`src/inc/ifx_regs.svh`:
```
// constants for the increment instruction execution block
`ifndef IFX_REGS_SVH
`define IFX_REGS_SVH
// ----------------------------------------
// instruction fields
// ----------------------------------------
`define IFX_OPC_INC 6'h0A
`define IFX_OPC_INCSZ 6'h0F
`define IFX_OPC_MSB 13
`define IFX_OPC_LSB 8
`define IFX_DEST_BIT 7
`define IFX_ADDR_MSB 6
`define IFX_DEST_WORK 1'h0
`define IFX_INCR 8'h01
`define IFX_W_RESET 8'h00
`endif

```
`src/inc/ifx_pkg.sv`:
```
// types for the increment instruction execution block
package ifx_pkg;
  // ----------------------------------------
  // phase state
  // ----------------------------------------
  typedef enum logic [1:0]
  {
    IFX_Q1 = 2'b00,
    IFX_Q2 = 2'b01,
    IFX_Q3 = 2'b10,
    IFX_Q4 = 2'b11
  } ifx_phase_t;

  // file register write request
  typedef struct packed
  {
    logic en;
    logic [6:0] addr;
    logic [7:0] data;
  } ifx_fwrite_t;
endpackage

```
`src/logic/ifx_exec.sv`:
```
// execution logic for the increment-file instructions
`timescale 1ns/100ps
`include "ifx_regs.svh"
module ifx_exec
(
  input wire logic clk_in,
  input wire logic rst_n_in,
  input wire logic [13:0] instr_in,
  input wire logic [7:0] file_rdata_in,
  output logic [6:0] file_raddr_out,
  output ifx_pkg::ifx_fwrite_t file_wr_out,
  output logic [7:0] work_out,
  output logic zero_out,
  output logic zero_we_out,
  output logic skip_out,
  output logic [1:0] phase_out,
  output logic busy_out
);
  // ----------------------------------------
  // decode helpers
  // ----------------------------------------
  function automatic logic [7:0] ifx_inc(input logic [7:0] v);
    ifx_inc = v + `IFX_INCR; // wraps modulo 256
  endfunction

  // opcode field match, shared by both decoders so they cannot drift apart
  function automatic logic ifx_opc_is(input logic [13:0] word, input logic [5:0] opc);
    ifx_opc_is = word[`IFX_OPC_MSB:`IFX_OPC_LSB] == opc;
  endfunction

  // zero test on an eight-bit result, used by the flag and by the skip
  function automatic logic ifx_is_zero(input logic [7:0] v);
    ifx_is_zero = v == 8'h00;
  endfunction

  ifx_pkg::ifx_phase_t phase_reg, phase_next;
  logic [13:0] ir_reg, ir_next;
  logic [7:0] res_reg, res_next;
  logic [7:0] w_reg, w_next;
  logic z_reg, z_next, zwe_reg, zwe_next;
  logic skp_reg, skp_next, nop_reg, nop_next;
  ifx_pkg::ifx_fwrite_t fw_reg, fw_next;
  logic is_inc, is_incsz;

  // opcode match on the latched word
  assign is_inc = ifx_opc_is(ir_reg, `IFX_OPC_INC);
  assign is_incsz = ifx_opc_is(ir_reg, `IFX_OPC_INCSZ);

  // ----------------------------------------
  // phase sequencing and datapath
  // ----------------------------------------
  // a skipped cycle still walks all four phases but changes nothing
  always_comb
  begin
    phase_next = phase_reg;
    ir_next = ir_reg;
    res_next = res_reg;
    w_next = w_reg;
    z_next = z_reg;
    zwe_next = 1'b0;
    skp_next = skp_reg;
    nop_next = nop_reg;
    fw_next = '0;
    case (phase_reg)
      ifx_pkg::IFX_Q1:
      begin
        ir_next = instr_in; // decode
        skp_next = 1'b0;
        phase_next = ifx_pkg::IFX_Q2;
      end
      ifx_pkg::IFX_Q2:
      begin
        res_next = file_rdata_in; // read file register
        phase_next = ifx_pkg::IFX_Q3;
      end
      ifx_pkg::IFX_Q3:
      begin
        res_next = ifx_inc(res_reg); // compute
        phase_next = ifx_pkg::IFX_Q4;
      end
      ifx_pkg::IFX_Q4:
      begin
        phase_next = ifx_pkg::IFX_Q1;
        nop_next = 1'b0;
        if (!nop_reg && (is_inc || is_incsz))
        begin
          // write destination
          if (ir_reg[`IFX_DEST_BIT] == `IFX_DEST_WORK)
            w_next = res_reg;
          else
          begin
            fw_next.en = 1'b1;
            fw_next.addr = ir_reg[`IFX_ADDR_MSB:0];
            fw_next.data = res_reg;
          end
          if (is_inc)
          begin
            z_next = ifx_is_zero(res_reg); // one cycle, zero flag
            zwe_next = 1'b1;
          end
          else if (ifx_is_zero(res_reg))
          begin
            nop_next = 1'b1; // next cycle becomes a no-op
            skp_next = 1'b1;
          end
        end
      end
      default:
        phase_next = ifx_pkg::IFX_Q1;
    endcase
  end

  // registers only
  always_ff @(posedge clk_in or negedge rst_n_in)
  begin
    if (!rst_n_in)
    begin
      phase_reg <= ifx_pkg::IFX_Q1;
      ir_reg <= 14'h0000;
      res_reg <= 8'h00;
      w_reg <= `IFX_W_RESET;
      z_reg <= 1'b0;
      zwe_reg <= 1'b0;
      skp_reg <= 1'b0;
      nop_reg <= 1'b0;
      fw_reg <= '0;
    end
    else
    begin
      phase_reg <= phase_next;
      ir_reg <= ir_next;
      res_reg <= res_next;
      w_reg <= w_next;
      z_reg <= z_next;
      zwe_reg <= zwe_next;
      skp_reg <= skp_next;
      nop_reg <= nop_next;
      fw_reg <= fw_next;
    end
  end

  // ----------------------------------------
  // outputs
  // ----------------------------------------
  assign file_raddr_out = ir_reg[`IFX_ADDR_MSB:0];
  assign file_wr_out = fw_reg;
  assign work_out = w_reg;
  assign zero_out = z_reg;
  assign zero_we_out = zwe_reg;
  assign skip_out = skp_reg; // tells fetch the next word is discarded
  assign phase_out = phase_reg;
  assign busy_out = nop_reg;

  // ----------------------------------------
  // checks
  // ----------------------------------------
  phase_order_a: assert property (@(posedge clk_in) disable iff (!rst_n_in)
    phase_reg == ifx_pkg::IFX_Q4 |=> phase_reg == ifx_pkg::IFX_Q1)
    else $error("phase did not wrap to q1");
  phase_walk_a: assert property (@(posedge clk_in) disable iff (!rst_n_in)
    phase_reg == ifx_pkg::IFX_Q1 |=> phase_reg == ifx_pkg::IFX_Q2 ##1
    phase_reg == ifx_pkg::IFX_Q3 ##1 phase_reg == ifx_pkg::IFX_Q4)
    else $error("phase order broken");
  inc_decode_a: assert property (@(posedge clk_in) disable iff (!rst_n_in)
    phase_reg == ifx_pkg::IFX_Q4 && !nop_reg && is_inc |=> zero_we_out)
    else $error("plain increment not executed");
  other_op_a: assert property (@(posedge clk_in) disable iff (!rst_n_in)
    phase_reg == ifx_pkg::IFX_Q4 && !is_inc && !is_incsz |=> !file_wr_out.en && !zero_we_out)
    else $error("unrelated opcode acted");
  dest_file_a: assert property (@(posedge clk_in) disable iff (!rst_n_in)
    phase_reg == ifx_pkg::IFX_Q4 && !nop_reg && (is_inc || is_incsz) && ir_reg[7]
    |=> file_wr_out.en && file_wr_out.data == $past(res_reg) && $stable(work_out))
    else $error("file destination not written");
  dest_work_a: assert property (@(posedge clk_in) disable iff (!rst_n_in)
    phase_reg == ifx_pkg::IFX_Q4 && !nop_reg && (is_inc || is_incsz) && !ir_reg[7]
    |=> !file_wr_out.en && work_out == $past(res_reg))
    else $error("working destination not written");
  zero_flag_a: assert property (@(posedge clk_in) disable iff (!rst_n_in)
    zero_we_out |-> zero_out == (work_out == 8'h00 && !file_wr_out.en
    || file_wr_out.en && file_wr_out.data == 8'h00))
    else $error("zero flag mismatch");
  skip_nop_a: assert property (@(posedge clk_in) disable iff (!rst_n_in)
    skip_out && phase_reg == ifx_pkg::IFX_Q1 |=> busy_out [*3] ##1
    (!file_wr_out.en && !zero_we_out))
    else $error("skipped cycle not a no-op");
  wrap_a: assert property (@(posedge clk_in) disable iff (!rst_n_in)
    phase_reg == ifx_pkg::IFX_Q3 |=> res_reg == 8'($past(res_reg) + 8'h01))
    else $error("increment not modulo 256");

  // ----------------------------------------
  // checks on latches, strobes and the skip
  // ----------------------------------------
  // the word and the operand must be taken in their own phase, never later
  decode_latch_a: assert property (@(posedge clk_in) disable iff (!rst_n_in)
    phase_reg == ifx_pkg::IFX_Q1 |=> ir_reg == $past(instr_in))
    else $error("instruction word not latched in q1");
  read_latch_a: assert property (@(posedge clk_in) disable iff (!rst_n_in)
    phase_reg == ifx_pkg::IFX_Q2 |=> res_reg == $past(file_rdata_in))
    else $error("file data not latched in q2");
  // the fetch side relies on the skip only after a zero result of the skip variant
  skip_taken_a: assert property (@(posedge clk_in) disable iff (!rst_n_in)
    phase_reg == ifx_pkg::IFX_Q4 && !nop_reg && is_incsz && ifx_is_zero(res_reg)
    |=> skip_out && busy_out)
    else $error("zero result did not skip");
  skip_nonzero_a: assert property (@(posedge clk_in) disable iff (!rst_n_in)
    phase_reg == ifx_pkg::IFX_Q4 && !(is_incsz && !nop_reg && ifx_is_zero(res_reg))
    |=> !skip_out && !busy_out)
    else $error("skip without zero result");
  nop_hold_a: assert property (@(posedge clk_in) disable iff (!rst_n_in)
    busy_out && phase_reg != ifx_pkg::IFX_Q4 |=> busy_out)
    else $error("no-op cycle cut short");
  // the skip variant leaves the zero flag alone
  skip_keeps_zero_a: assert property (@(posedge clk_in) disable iff (!rst_n_in)
    phase_reg == ifx_pkg::IFX_Q4 && is_incsz |=> !zero_we_out && $stable(zero_out))
    else $error("skip variant touched the zero flag");
  zero_pulse_a: assert property (@(posedge clk_in) disable iff (!rst_n_in)
    zero_we_out |=> !zero_we_out)
    else $error("zero flag strobe longer than one clock");
  // results may only move at the commit edge
  state_hold_a: assert property (@(posedge clk_in) disable iff (!rst_n_in)
    phase_reg != ifx_pkg::IFX_Q4 |=> $stable(work_out) && $stable(zero_out))
    else $error("result changed outside commit");
  fwrite_pulse_a: assert property (@(posedge clk_in) disable iff (!rst_n_in)
    file_wr_out.en |=> !file_wr_out.en)
    else $error("file write strobe longer than one clock");
  fwrite_addr_a: assert property (@(posedge clk_in) disable iff (!rst_n_in)
    file_wr_out.en |-> file_wr_out.addr == file_raddr_out)
    else $error("file write to wrong address");
endmodule

```
`config.mk`:
```
export PLATFORM = sky130hd
export DESIGN_NAME = ifx_exec
export DESIGN_NICKNAME = d
export VERILOG_FILES = /design/src/inc/ifx_pkg.sv /design/src/logic/ifx_exec.sv
export VERILOG_INCLUDE_DIRS = /design/src /design/src/inc
export SDC_FILE = /design/constraint.sdc
export NUM_CORES = 1
export LEC_CHECK = 0
export BUFFER_PORTS_ARGS = -buffer_cell sky130_fd_sc_hd__buf_2
export CAP_MARGIN = 20
export CORE_MARGIN = 5
export CORE_UTILIZATION = 55
export CTS_CLUSTER_DIAMETER = 60
export DETAILED_ROUTE_END_ITERATION = 10
export PLACE_DENSITY = 0.87
export SLEW_MARGIN = 20
export SYNTH_ARGS = -nofsm -noshare
export SYNTH_HDL_FRONTEND = slang
export SYNTH_SLANG_ARGS = --single-unit
```
`constraint.sdc`:
```
create_clock -name clk_in -period 4.85 [get_ports clk_in]
set_input_delay 0.2425 -clock clk_in [delete_from_list [all_inputs] [get_ports clk_in]]
set_output_delay 0.2425 -clock clk_in [all_outputs]
set_load 0.01 [all_outputs]
```
# Word-level counts from Yosys, hierarchy flattened
# Index checks and enable logic that the tools add are counted.
# op_classes
add_sub_neg	1
multipliers	0
div_mod_pow	0
magnitude_cmp	0
n_eq_ne	8
shifts	0
muxes	15
bitwise	1
reduce_logical	10
# op_table
cell	n
$mux 16	3
$pmux 8 s2	1
$eq 6x4->1 const B	2
$mux 1	9
$add 8x1->8 const B	1
$logic_not 8->1	1
$pmux 2 s4	1
$ne 2x2->1 const B	3
$reduce_and 3->1	2
$eq 2x2->1 const B	2
$reduce_and 4->1	1
$reduce_bool 2->1	2
$eq 2x1->1 const B	1
$logic_not 2->1	1
$pmux 1 s2	1
$logic_and 1x1->1	1
$logic_not 1->1	1
$logic_or 1x1->1	1
$not 1->1	1
# totals
register_bits	52
latchBits	0
mem_bits_rw	0
romBits	0
inputBits	24
output_inout_bits	37
word_cells	46
n_memories	0

# Depth between registers and ports, before layout
# Gate-level depths: netlist of run 1.
# logic_depth
depth_word	5
depth_mapped	7
ltp_nobuf	5

# Least setup slack after synthesis of run 1
# No wires, ideal clock.
# synth_timing
path_type	register to register
startpoint	register phase_reg[0], in the netlist phase_out[0]
endpoint	register ir_reg[10]
setup_time_ps	125
t_arrival_ps	1572
t_required_ps	4725
slack_ps	3153
stages_incl_launch_ff	6
path_buffers	2
period_less_slack_ps	1697
cell_sequence	dfrtp_1 > inv_1 > ha_1 > clkbuf_1 > buf_1 > mux2_2
# synth_between
elab_chain_cells	1
# synth_lines
item	line_no	text
start: declaration	ifx_exec.sv:36	ifx_pkg::ifx_phase_t phase_reg, phase_next;
start signal: assignment	ifx_exec.sv:118	phase_reg <= ifx_pkg::IFX_Q1;
start signal: assignment	ifx_exec.sv:130	phase_reg <= phase_next;
$logic_not 2->1	ifx_exec.sv:64	case (phase_reg)
end signal: assignment	ifx_exec.sv:131	ir_reg <= ir_next;
end: declaration	ifx_exec.sv:37	logic [13:0] ir_reg, ir_next;
# No other way between the ends.
# A chain may end at the register's enable or synchronous reset.

# Worst setup path in the final report of run 1
# layout_timing
startpoint	register phase_reg[0], in the netlist phase_out[0]
endpoint	register res_reg[6]
# layout_between
elab_chain_cells	2
elab_cells_between_ends	4
classes_between	2 x eq/ne; 1 x mux; 1 x reduce/logical
# layout_lines
item	line_no	text
$eq 2x2->1 or $eq 2x1->1 (tied branches)	ifx_exec.sv:64	
$pmux 8 s2 or $reduce_bool 2->1 (tied branches)	--	
end signal: assignment	ifx_exec.sv:132	res_reg <= res_next;
end: declaration	ifx_exec.sv:38	logic [7:0] res_reg, res_next;
# Several ways; a longest one is shown, not always the timed one.

==> metrics.cfg, run 1 <==
[clock_tree]
cts_hold_buf=0
root_buffer=clkbuf_8
ctsHtreeMaxLevel=2
numClockSinks=52
cts_setup_buffers=0
cts_buffer_depth=2
post_cts_resized=0
path_clk_slew_ns=0.08
numCtsBuffers=5
clk_latency_ns=0.30
cts_tree=built

[layout]
areaGrowthSynthToFinish_pct=17.1
drive_above_1_share_pct=42.2
finalInstanceArea_um2=2570
finalNonFillerCells=275
nets=253
mostFrequentLayoutCells=buf_2, dfrtp_1, mux2_2
largest_register_ffs=16
diodes=0
nFillCells=318
final_util_pct=65.2
layout_commonest_cell=buf_2

[critical_path]
endpoint_kind=flop
start_kind=flop
path_class=flop to flop
crit_fanout=17
worstPathRequired_ns=5.09
cp.arrival_ns=2.05

[place]
placed_area_um2=2480
gp_congestion=0.827
portBuffers=60
dp_slack_ns=3.08
placed_cells=267
hpwl_mm=3.04

[synthesis]
synthDominantCellAreaShare_pct=59.2
synth_area_leaders=dfrtp_1, mux2_2, and2_1, ha_1, buf_4
ys_seq_elements=52
synth_cell_types=38
synthCells=171
syn_area_um2=2200
yosysTopAreaCell=dfrtp_1
syn_avg_cell_area_um2=12.8
synth_warnings=0
synth_seq_area_share_pct=59.2
syn_nets=200

[grt]
track_usage_pct=17.5
grt_overflow=0
first_global_vias=1463
antenna_found_initial=0
grt_pass1_wl_mm=7.04
grt_max_degree=53

[timing]
fmax_mhz=554
relSlewSlack_pct=50.1
tns_ns=0
min_period_ns=1.81
setup_viol=0
fin_worst_hold_slack_ns=-0.0415
tightest_slew_ns=0.749
hold_viol=52
finalMaxSlewViolations=0
grt_setup_unrepaired=false
skew_ns=0.00487
fin_ws_ns=3.04
post-route-period-util_pct=37.2

[floorplanning]
initial_core_util_pct=55.7
die_area_um2=5360
dieHeight_um=73.2
core_um2=3940
die_x_um=73.2
ios=61
core.rowCount=23

[power_and_ir_drop]
switchingPower_uw=175
p_sw_share_pct=22.8
comb_power_share_pct=6.8
power.internal_uw=591
pwr_density_cell_nw_per_um2=298
p_leak_nw=1.33
clkPwrFrac_pct=32.4
vdd_ir_drop_max_uv=185
seq_power_share_pct=60.8

[min_path]
hold_path_class=input pin to async pin

[route]
vias=1453
via_per_inst=5.28
drc=0
drt_iter0_markers=76
drtPass1Iterations=4
antenna_left=0
wl_mm=4.26
wl_per_cell_um=15.5

[run_status]
violations=negative hold slack
outcome=finished, violations left

[job]
maxCapViolations=0

layer usage:
layer  vias to the layer above  routed length, µm  share of wire [%]  track usage, %
met3                         9                328                7.7            5.37
met5                         -                  0                  0               0
met2                        58               1970                 46            26.2
met1                       689               1880                 44            23.5
met4                         0                 76                1.8            7.79
li1                        697                  -                  -               -
worst max-delay path, cell delays in order (launching register included):
cell     delay [ns]
dfrtp_1        0.40
inv_1          0.09
ha_1           0.52
nand2_1        0.16
or4_1          0.49
nand3_1        0.09
path summary, 6_finish.rpt:
check | startpoint | endpoint | slack, ns | cells after the start
worst min-delay path | rst_n_in | ir_reg[6]$_DFFE_PN0P_ | -0.04 | 1
worst min register to register | ir_reg[0]$_DFFE_PN0P_ | file_wr_out[8]$_DFF_PN0_ | 0.51 | 1
min in group clk_in | instr_in[9] | ir_reg[9]$_DFFE_PN0P_ | 0.17 | 2
worst max-delay path | phase_out[0]$_DFF_PN0_ | res_reg[6]$_DFFE_PN0P_ | 3.04 | 5
max in group asynchronous | rst_n_in | file_wr_out[5]$_DFF_PN0_ | 4.48 | 1
worst max register to register | phase_out[0]$_DFF_PN0_ | res_reg[6]$_DFFE_PN0P_ | 3.04 | 5
through the flow:
stage          total power [mW]  hold WS [ns]
2_1_floorplan             0.498       -0.0531
3_3_place_gp              0.526         0.474
3_5_place_dp              0.528         0.479
4_1_cts                   0.774         0.156
5_1_grt                   0.803       0.00390
6_report                  0.766       -0.0415
power by group through the flow:
stage	combinational [mW]	clock [mW]	sequential, mW
6_report	0.0524	0.248	0.466
5_1_grt	0.0592	0.275	0.469
4_1_cts	0.0534	0.254	0.466
3_5_place_dp	0.0533	0	0.474
3_3_place_gp	0.0519	0	0.474
2_1_floorplan	0.0275	0	0.470
cells by family (layout without fill, tap and decap cells):
family | after synthesis | count (layout) | synth area share (%)
DFF | 52 | 52 | 59.2
and+or+nand+nor | 46 | 46 | 14.0
buffers and inverters | 23 | 77 | 5.18
AOI/OAI and AO/OA | 21 | 21 | 6.61
xor gates and xnor gates | 1 | 1 | 0.399
muxes | 23 | 23 | 11.7
adders and majority gates | 5 | 5 | 2.85
synthesized netlist by cell type:
cell type,instances
a221o_1,1
nor2_1,4
and4b_1,1
and2_1,15
dfrtp_1,52
nand3_1,6
o22ai_1,2
and4_2,1
o21ai_0,3
buf_2,1
a311oi_1,1
or4_1,2
buf_1,1
nor4b_1,2
buf_4,7
a22oi_1,3
nand4_1,2
nand2_1,3
ha_1,5
clkbuf_1,5
and2_2,1
nor3_1,1
a31o_2,1
mux2i_1,1
inv_1,9
or2_2,1
nand2b_1,2
and4bb_2,2
a2bb2oi_1,2
nor4b_4,1
and3_1,1
mux2_2,22
xor2_1,1
o211ai_1,2
a211oi_1,1
nor2b_1,1
a21oi_1,4
a21o_1,1
final cells by class:
| cell class | instances | area, µm² | share of cell area [%] |
|---|---|---|---|
| multi-input cells | 96 | 782 | 30.4 |
| inverters | 9 | 33.8 | 1.31 |
| repair buffers | 60 | 303 | 11.8 |
| clock buffers | 8 | 90.1 | 3.50 |
| well taps | 50 | 62.6 | 2.43 |
| flip-flops and latches | 52 | 1300 | 50.6 |
(Power assumes the default switching activity.)
==> run 2: changes to the inputs <==
Settings changed: CORE_UTILIZATION 55 to 51, PLACE_DENSITY 0.87 to 0.82.
Clock period 4.85 ns to 1.88 ns, I/O delays scaled along.
==> metrics.cfg, run 2 (synthesized netlist as in run 1, its figures left out) <==
[floorplanning]
ios=61  ; unchanged
die_area_um2=5720  ; was 5360 µm²
core_um2=4090  ; was 3940 µm²
core.rowCount=23  ; unchanged
dieHeight_um=75.6  ; was 73.2 µm
die_x_um=75.6  ; was 73.2 µm
initial_core_util_pct=53.8  ; was 55.7%

[job]
maxCapViolations=0  ; unchanged

[critical_path]
endpoint_kind=flop  ; unchanged
path_class=flop to flop  ; unchanged
cpPeakStageDelay_ns=0.62  ; was 0.52 ns
crit_path_cell_trace=inv_1, ha_1, mux2_2  ; was inv_1, ha_1, nand2_1, or4_1, nand3_1
crit_fanout=16  ; was 17
crit_family=adder cells  ; was simple AND/OR/NAND/NOR gates
cp.arrival_ns=1.85  ; was 2.05 ns
crit_buf_inv=1  ; unchanged
cpMaxStageDelayCell=ha_1  ; unchanged
start_kind=flop  ; unchanged
worstPathRequired_ns=2.07  ; was 5.09 ns

[route]
wl_per_cell_um=15.9  ; was 15.5 µm
drt_iter0_markers=89  ; was 76
wl_mm=4.50  ; was 4.26 mm
routed.top_layer=met4  ; unchanged
via_per_inst=5.42  ; was 5.28
met3_length_um=429  ; was 328 µm
drc=0  ; unchanged
m1WireLength_mm=1.81  ; was 1.88 mm
vias=1538  ; was 1453
drtPass1Iterations=4  ; unchanged
antenna_left=0  ; unchanged
wl_met2_mm=2.19  ; was 1.97 mm

[power_and_ir_drop]
pwr_density_cell_nw_per_um2=782  ; was 298 nW/µm²
p_leak_nw=1.39  ; was 1.33 nW
vdd_ir_drop_max_uv=552  ; was 185 µV
total_power_mw=2.09  ; was 766 µW

[clock_tree]
cts_buffer_depth=2  ; unchanged
cts_setup_buffers=0  ; unchanged
numClockSinks=52  ; unchanged
path_clk_slew_ns=0.09  ; was 0.08 ns
ctsHtreeMaxLevel=2  ; unchanged
cts_hold_buf=1  ; was 0
numCtsBuffers=5  ; unchanged
cts_tree=built  ; unchanged
post_cts_resized=0  ; unchanged
root_buffer=clkbuf_8  ; unchanged
clk_latency_ns=0.30  ; about the same

[place]
placed_cells=275  ; was 267
gp_congestion=0.768  ; was 0.827
dp_slack_ns=0.207  ; was 3.08 ns
hpwl_mm=3.30  ; was 3.04 mm
portBuffers=60  ; unchanged

[grt]
track_usage_pct=17.1  ; was 17.5%
grt_max_degree=53  ; unchanged
antenna_found_initial=0  ; unchanged
first_global_vias=1556  ; was 1463
grt_pass1_wl_mm=7.27  ; was 7.04 mm
grt_overflow=0  ; unchanged

[timing]
hold_viol=0  ; was 52
post-route-period-util_pct=88.3  ; was 37.2%
tns_ns=0  ; unchanged
fmax_mhz=602  ; was 554 MHz
skew_ns=0.00336  ; was 0.00487 ns
grt_setup_unrepaired=false  ; unchanged
tightest_slew_ns=0.704  ; was 0.749 ns
min_period_ns=1.66  ; was 1.81 ns
fin_worst_hold_slack_ns=0.0202  ; was -0.0415 ns
fin_ws_ns=0.219  ; was 3.04 ns
finalMaxSlewViolations=0  ; unchanged
setup_viol=0  ; unchanged
relSlewSlack_pct=53.1  ; was 50.1%

[layout]
finalNonFillerCells=284  ; was 275
diodes=0  ; unchanged
layout_commonest_cell=buf_2  ; unchanged
drive_above_1_share_pct=44.4  ; was 42.2%
largest_register_ffs=16  ; unchanged
areaGrowthSynthToFinish_pct=21.5  ; was 17.1%
mostFrequentLayoutCells=buf_2, dfrtp_1, mux2_2  ; unchanged
nets=262  ; was 253

[run_status]
outcome=finished, final reports clean  ; was finished, violations left

[min_path]
hold_path_class=input pin to flop  ; was input pin to async pin

## run 2: area by class of cell
type	instances	area (µm²)
clock inverter	2	35.0
inverter	9	33.8
fill	316	1420
sequential	52	1300
timing repair buffer	69	383
tap	50	62.6
clock buffer	6	72.6
multi-input combinational	96	782
## run 2: path summary, 6_finish.rpt
path | startpoint | to | slack (ns) | cells past startpoint
setup reg to reg | phase_out[0]$_DFF_PN0_ | ir_reg[4]$_DFFE_PN0P_ | 0.22 | 3
hold / removal | instr_in[2] | ir_reg[2]$_DFFE_PN0P_ | 0.02 | 2
setup / recovery | phase_out[0]$_DFF_PN0_ | ir_reg[4]$_DFFE_PN0P_ | 0.22 | 3
hold reg to reg | work_out[2]$_DFFE_PN0P_ | work_out[2]$_DFFE_PN0P_ | 0.51 | 1
max in group asynchronous | rst_n_in | phase_out[0]$_DFF_PN0_ | 1.34 | 3
min in group asynchronous | rst_n_in | file_wr_out[14]$_DFF_PN0_ | 0.31 | 3
## run 2: worst reg2reg max path: stages (launching register included)
cell	delay, ns
dfrtp_1	0.41
inv_1	0.10
ha_1	0.62
mux2_2	0.42
## run 2: metal layers
layer  vias to the layer above  track usage [%]
met5                         -                0
met4                         0             5.63
met3                         9             6.20
met2                        54             28.3
met1                       761             20.9
li1                        714                -
## run 2: where the power goes
group          internal (mW)  leakage [nW]  switching, mW
combinational         0.0797         0.668         0.0778
clock                  0.395        0.0552          0.341
sequential              1.16         0.668         0.0369
## run 2: per-stage QoR
stage	utilization [%]	area, µm²
4_1_cts	65.3	2670
3_3_place_gp	62.5	2550
6_report	65.3	2670
5_1_grt	65.3	2670
3_5_place_dp	62.5	2550
2_1_floorplan	-	2200
==> run 3: changes to the inputs <==
Settings changed: CORE_UTILIZATION 51 to 44, PLACE_DENSITY 0.82 to 0.73, REMOVE_ABC_BUFFERS set to 1.
==> metrics.cfg, run 3 (synthesized netlist as in run 1, its figures left out) <==
[critical_path]
critical_path.endpoint=ir_reg[8]$_DFFE_PN0P_  ; was ir_reg[4]$_DFFE_PN0P_
worstPathRequired_ns=2.07  ; about the same
regToRegSetupSlack_ns=0.24  ; was 0.22 ns
reg2reg_from=phase_out[0]$_DFF_PN0_  ; unchanged
cp.arrival_ns=1.82  ; was 1.85 ns
crit_start=phase_out[0]$_DFF_PN0_  ; unchanged
path_class=flop to flop  ; unchanged
start_kind=flop  ; unchanged
crit_fanout=16  ; unchanged
endpoint_kind=flop  ; unchanged
reg2reg_depth=3  ; unchanged
reg2reg_to=ir_reg[8]$_DFFE_PN0P_  ; was ir_reg[4]$_DFFE_PN0P_

[timing]
fin_ws_ns=0.244  ; was 0.219 ns
post-route-period-util_pct=87.0  ; was 88.3%
fin_worst_hold_slack_ns=0.0221  ; was 0.0202 ns
setup_viol=0  ; unchanged
fmax_mhz=611  ; was 602 MHz
hold_viol=0  ; unchanged
relSlewSlack_pct=52.9  ; was 53.1%
tns_ns=0  ; unchanged
min_period_ns=1.64  ; was 1.66 ns
grt_setup_unrepaired=false  ; unchanged
finalMaxSlewViolations=0  ; unchanged
skew_ns=0.00794  ; was 0.00336 ns
tightest_slew_ns=0.706  ; was 0.704 ns

[power_and_ir_drop]
total_power_mw=2.10  ; was 2.09 mW
pwr_density_cell_nw_per_um2=783  ; was 782 nW/µm²
vdd_ir_drop_max_uv=406  ; was 552 µV
p_leak_nw=1.38  ; was 1.39 nW

[min_path]
hold_path_class=input pin to flop  ; unchanged
hold_depth=2  ; unchanged

[job]
maxCapViolations=0  ; unchanged

[floorplanning]
initial_core_util_pct=45.9  ; was 53.8%
ios=61  ; unchanged
dieHeight_um=80.7  ; was 75.6 µm
die_x_um=80.7  ; was 75.6 µm
core.rowCount=25  ; was 23
core_um2=4790  ; was 4090 µm²
die_area_um2=6510  ; was 5720 µm²

[place]
gp_congestion=0.871  ; was 0.768
placed_cells=290  ; was 275
portBuffers=60  ; unchanged
dp_slack_ns=0.236  ; was 0.207 ns
hpwl_mm=3.26  ; was 3.30 mm

[grt]
track_usage_pct=15.0  ; was 17.1%
grt_pass1_wl_mm=7.42  ; was 7.27 mm
first_global_vias=1512  ; was 1556
grt_overflow=0  ; unchanged
antenna_found_initial=0  ; unchanged
grt_max_degree=28  ; was 53

[route]
drc=0  ; unchanged
drt_iter0_markers=79  ; was 89
vias=1515  ; was 1538
antenna_left=0  ; unchanged
via_per_inst=5.07  ; was 5.42
wl_per_cell_um=15.0  ; was 15.9 µm
wl_mm=4.48  ; was 4.50 mm
drtPass1Iterations=4  ; unchanged

[layout]
layout_commonest_cell=buf_2  ; unchanged
areaGrowthSynthToFinish_pct=22.0  ; was 21.5%
nets=260  ; was 262
diodes=0  ; unchanged
mostFrequentLayoutCells=buf_2, dfrtp_1, mux2_2  ; unchanged
finalNonFillerCells=299  ; was 284
largest_register_ffs=16  ; unchanged
nFillCells=422  ; was 316
drive_above_1_share_pct=44.4  ; about the same

[clock_tree]
path_clk_slew_ns=0.09  ; about the same
numCtsBuffers=5  ; unchanged
root_buffer=clkbuf_8  ; unchanged
clk_latency_ns=0.30  ; about the same
cts_buffer_depth=2  ; unchanged
ctsHtreeMaxLevel=2  ; unchanged
cts_tree=built  ; unchanged
cts_setup_buffers=0  ; unchanged
numClockSinks=52  ; unchanged

[run_status]
outcome=finished, final reports clean  ; unchanged

-- run 3: cell count changes in the layout (fill, tap and decap cells not counted) --
| cell | change |
|---|---|
| buf_4 | -2 |
| clkinvlp_4 | +1 |
| clkbuf_1 | -1 |
-- run 3: layout make-up --
cell class / instances / area [µm²] / area share, %
flip-flops and latches: 52 / 1300 / 48.6
multi-input cells: 96 / 782 / 29.2
repair buffers: 67 / 368 / 13.7
well taps: 67 / 83.8 / 3.13
clock buffers: 5 / 68.8 / 2.57
clock inverters: 3 / 42.5 / 1.59
inverters: 9 / 33.8 / 1.26
-- run 3: worst min path at each step --
| stage | start | to | slack, ns |
|---|---|---|---|
| floorplan | rst_n_in | busy_out$_DFFE_PN0P_ | -0.20 |
| finish | file_rdata_in[0] | res_reg[0]$_DFFE_PN0P_ | 0.02 |
| global route | instr_in[13] | ir_reg[13]$_DFFE_PN0P_ | 0.006 |
| global placement | rst_n_in | ir_reg[12]$_DFFE_PN0P_ | 0.13 |
| CTS | file_rdata_in[0] | res_reg[0]$_DFFE_PN0P_ | 0.01 |
| detailed placement | rst_n_in | ir_reg[1]$_DFFE_PN0P_ | 0.14 |
-- run 3: routing by layer --
layer	vias to the layer above	wire [µm]	GRT usage, %
li1	710	-	-
met5	-	0	0
met3	5	471	5.83
met2	71	1890	23.1
met4	0	36	3.72
met1	729	2080	19.7
-- run 3: critical path: stages (launching register included) --
cell and delay [ns]:
dfrtp_1 0.41, inv_1 0.08, ha_1 0.62, mux2_2 0.41
-- run 3: where the power goes --
part           internal [mW]  switching, mW  leakage (nW)  total [mW]
sequential              1.16         0.0403         0.668        1.20
clock                  0.394          0.355        0.0541       0.749
combinational         0.0773         0.0760         0.658       0.153
total                   1.63          0.471          1.38        2.10
-- run 3: repair_timing --
| action | 4_1_cts | 5_1_grt |
|---|---|---|
| hold buffers | 1 | 0 |
| resized for setup | 0 | 0 |
| setup endpoints to repair | 0 | 0 |
| endpoints found under the hold margin | 25 | 0 |
-- run 3: stage by stage --
step           instance area, µm²  util [%]
3_3_place_gp                 2560      53.5
5_1_grt                      2680      56.0
6_report                     2680      56.0
4_1_cts                      2680      56.0
2_1_floorplan                2120         -
3_5_place_dp                 2560      53.5
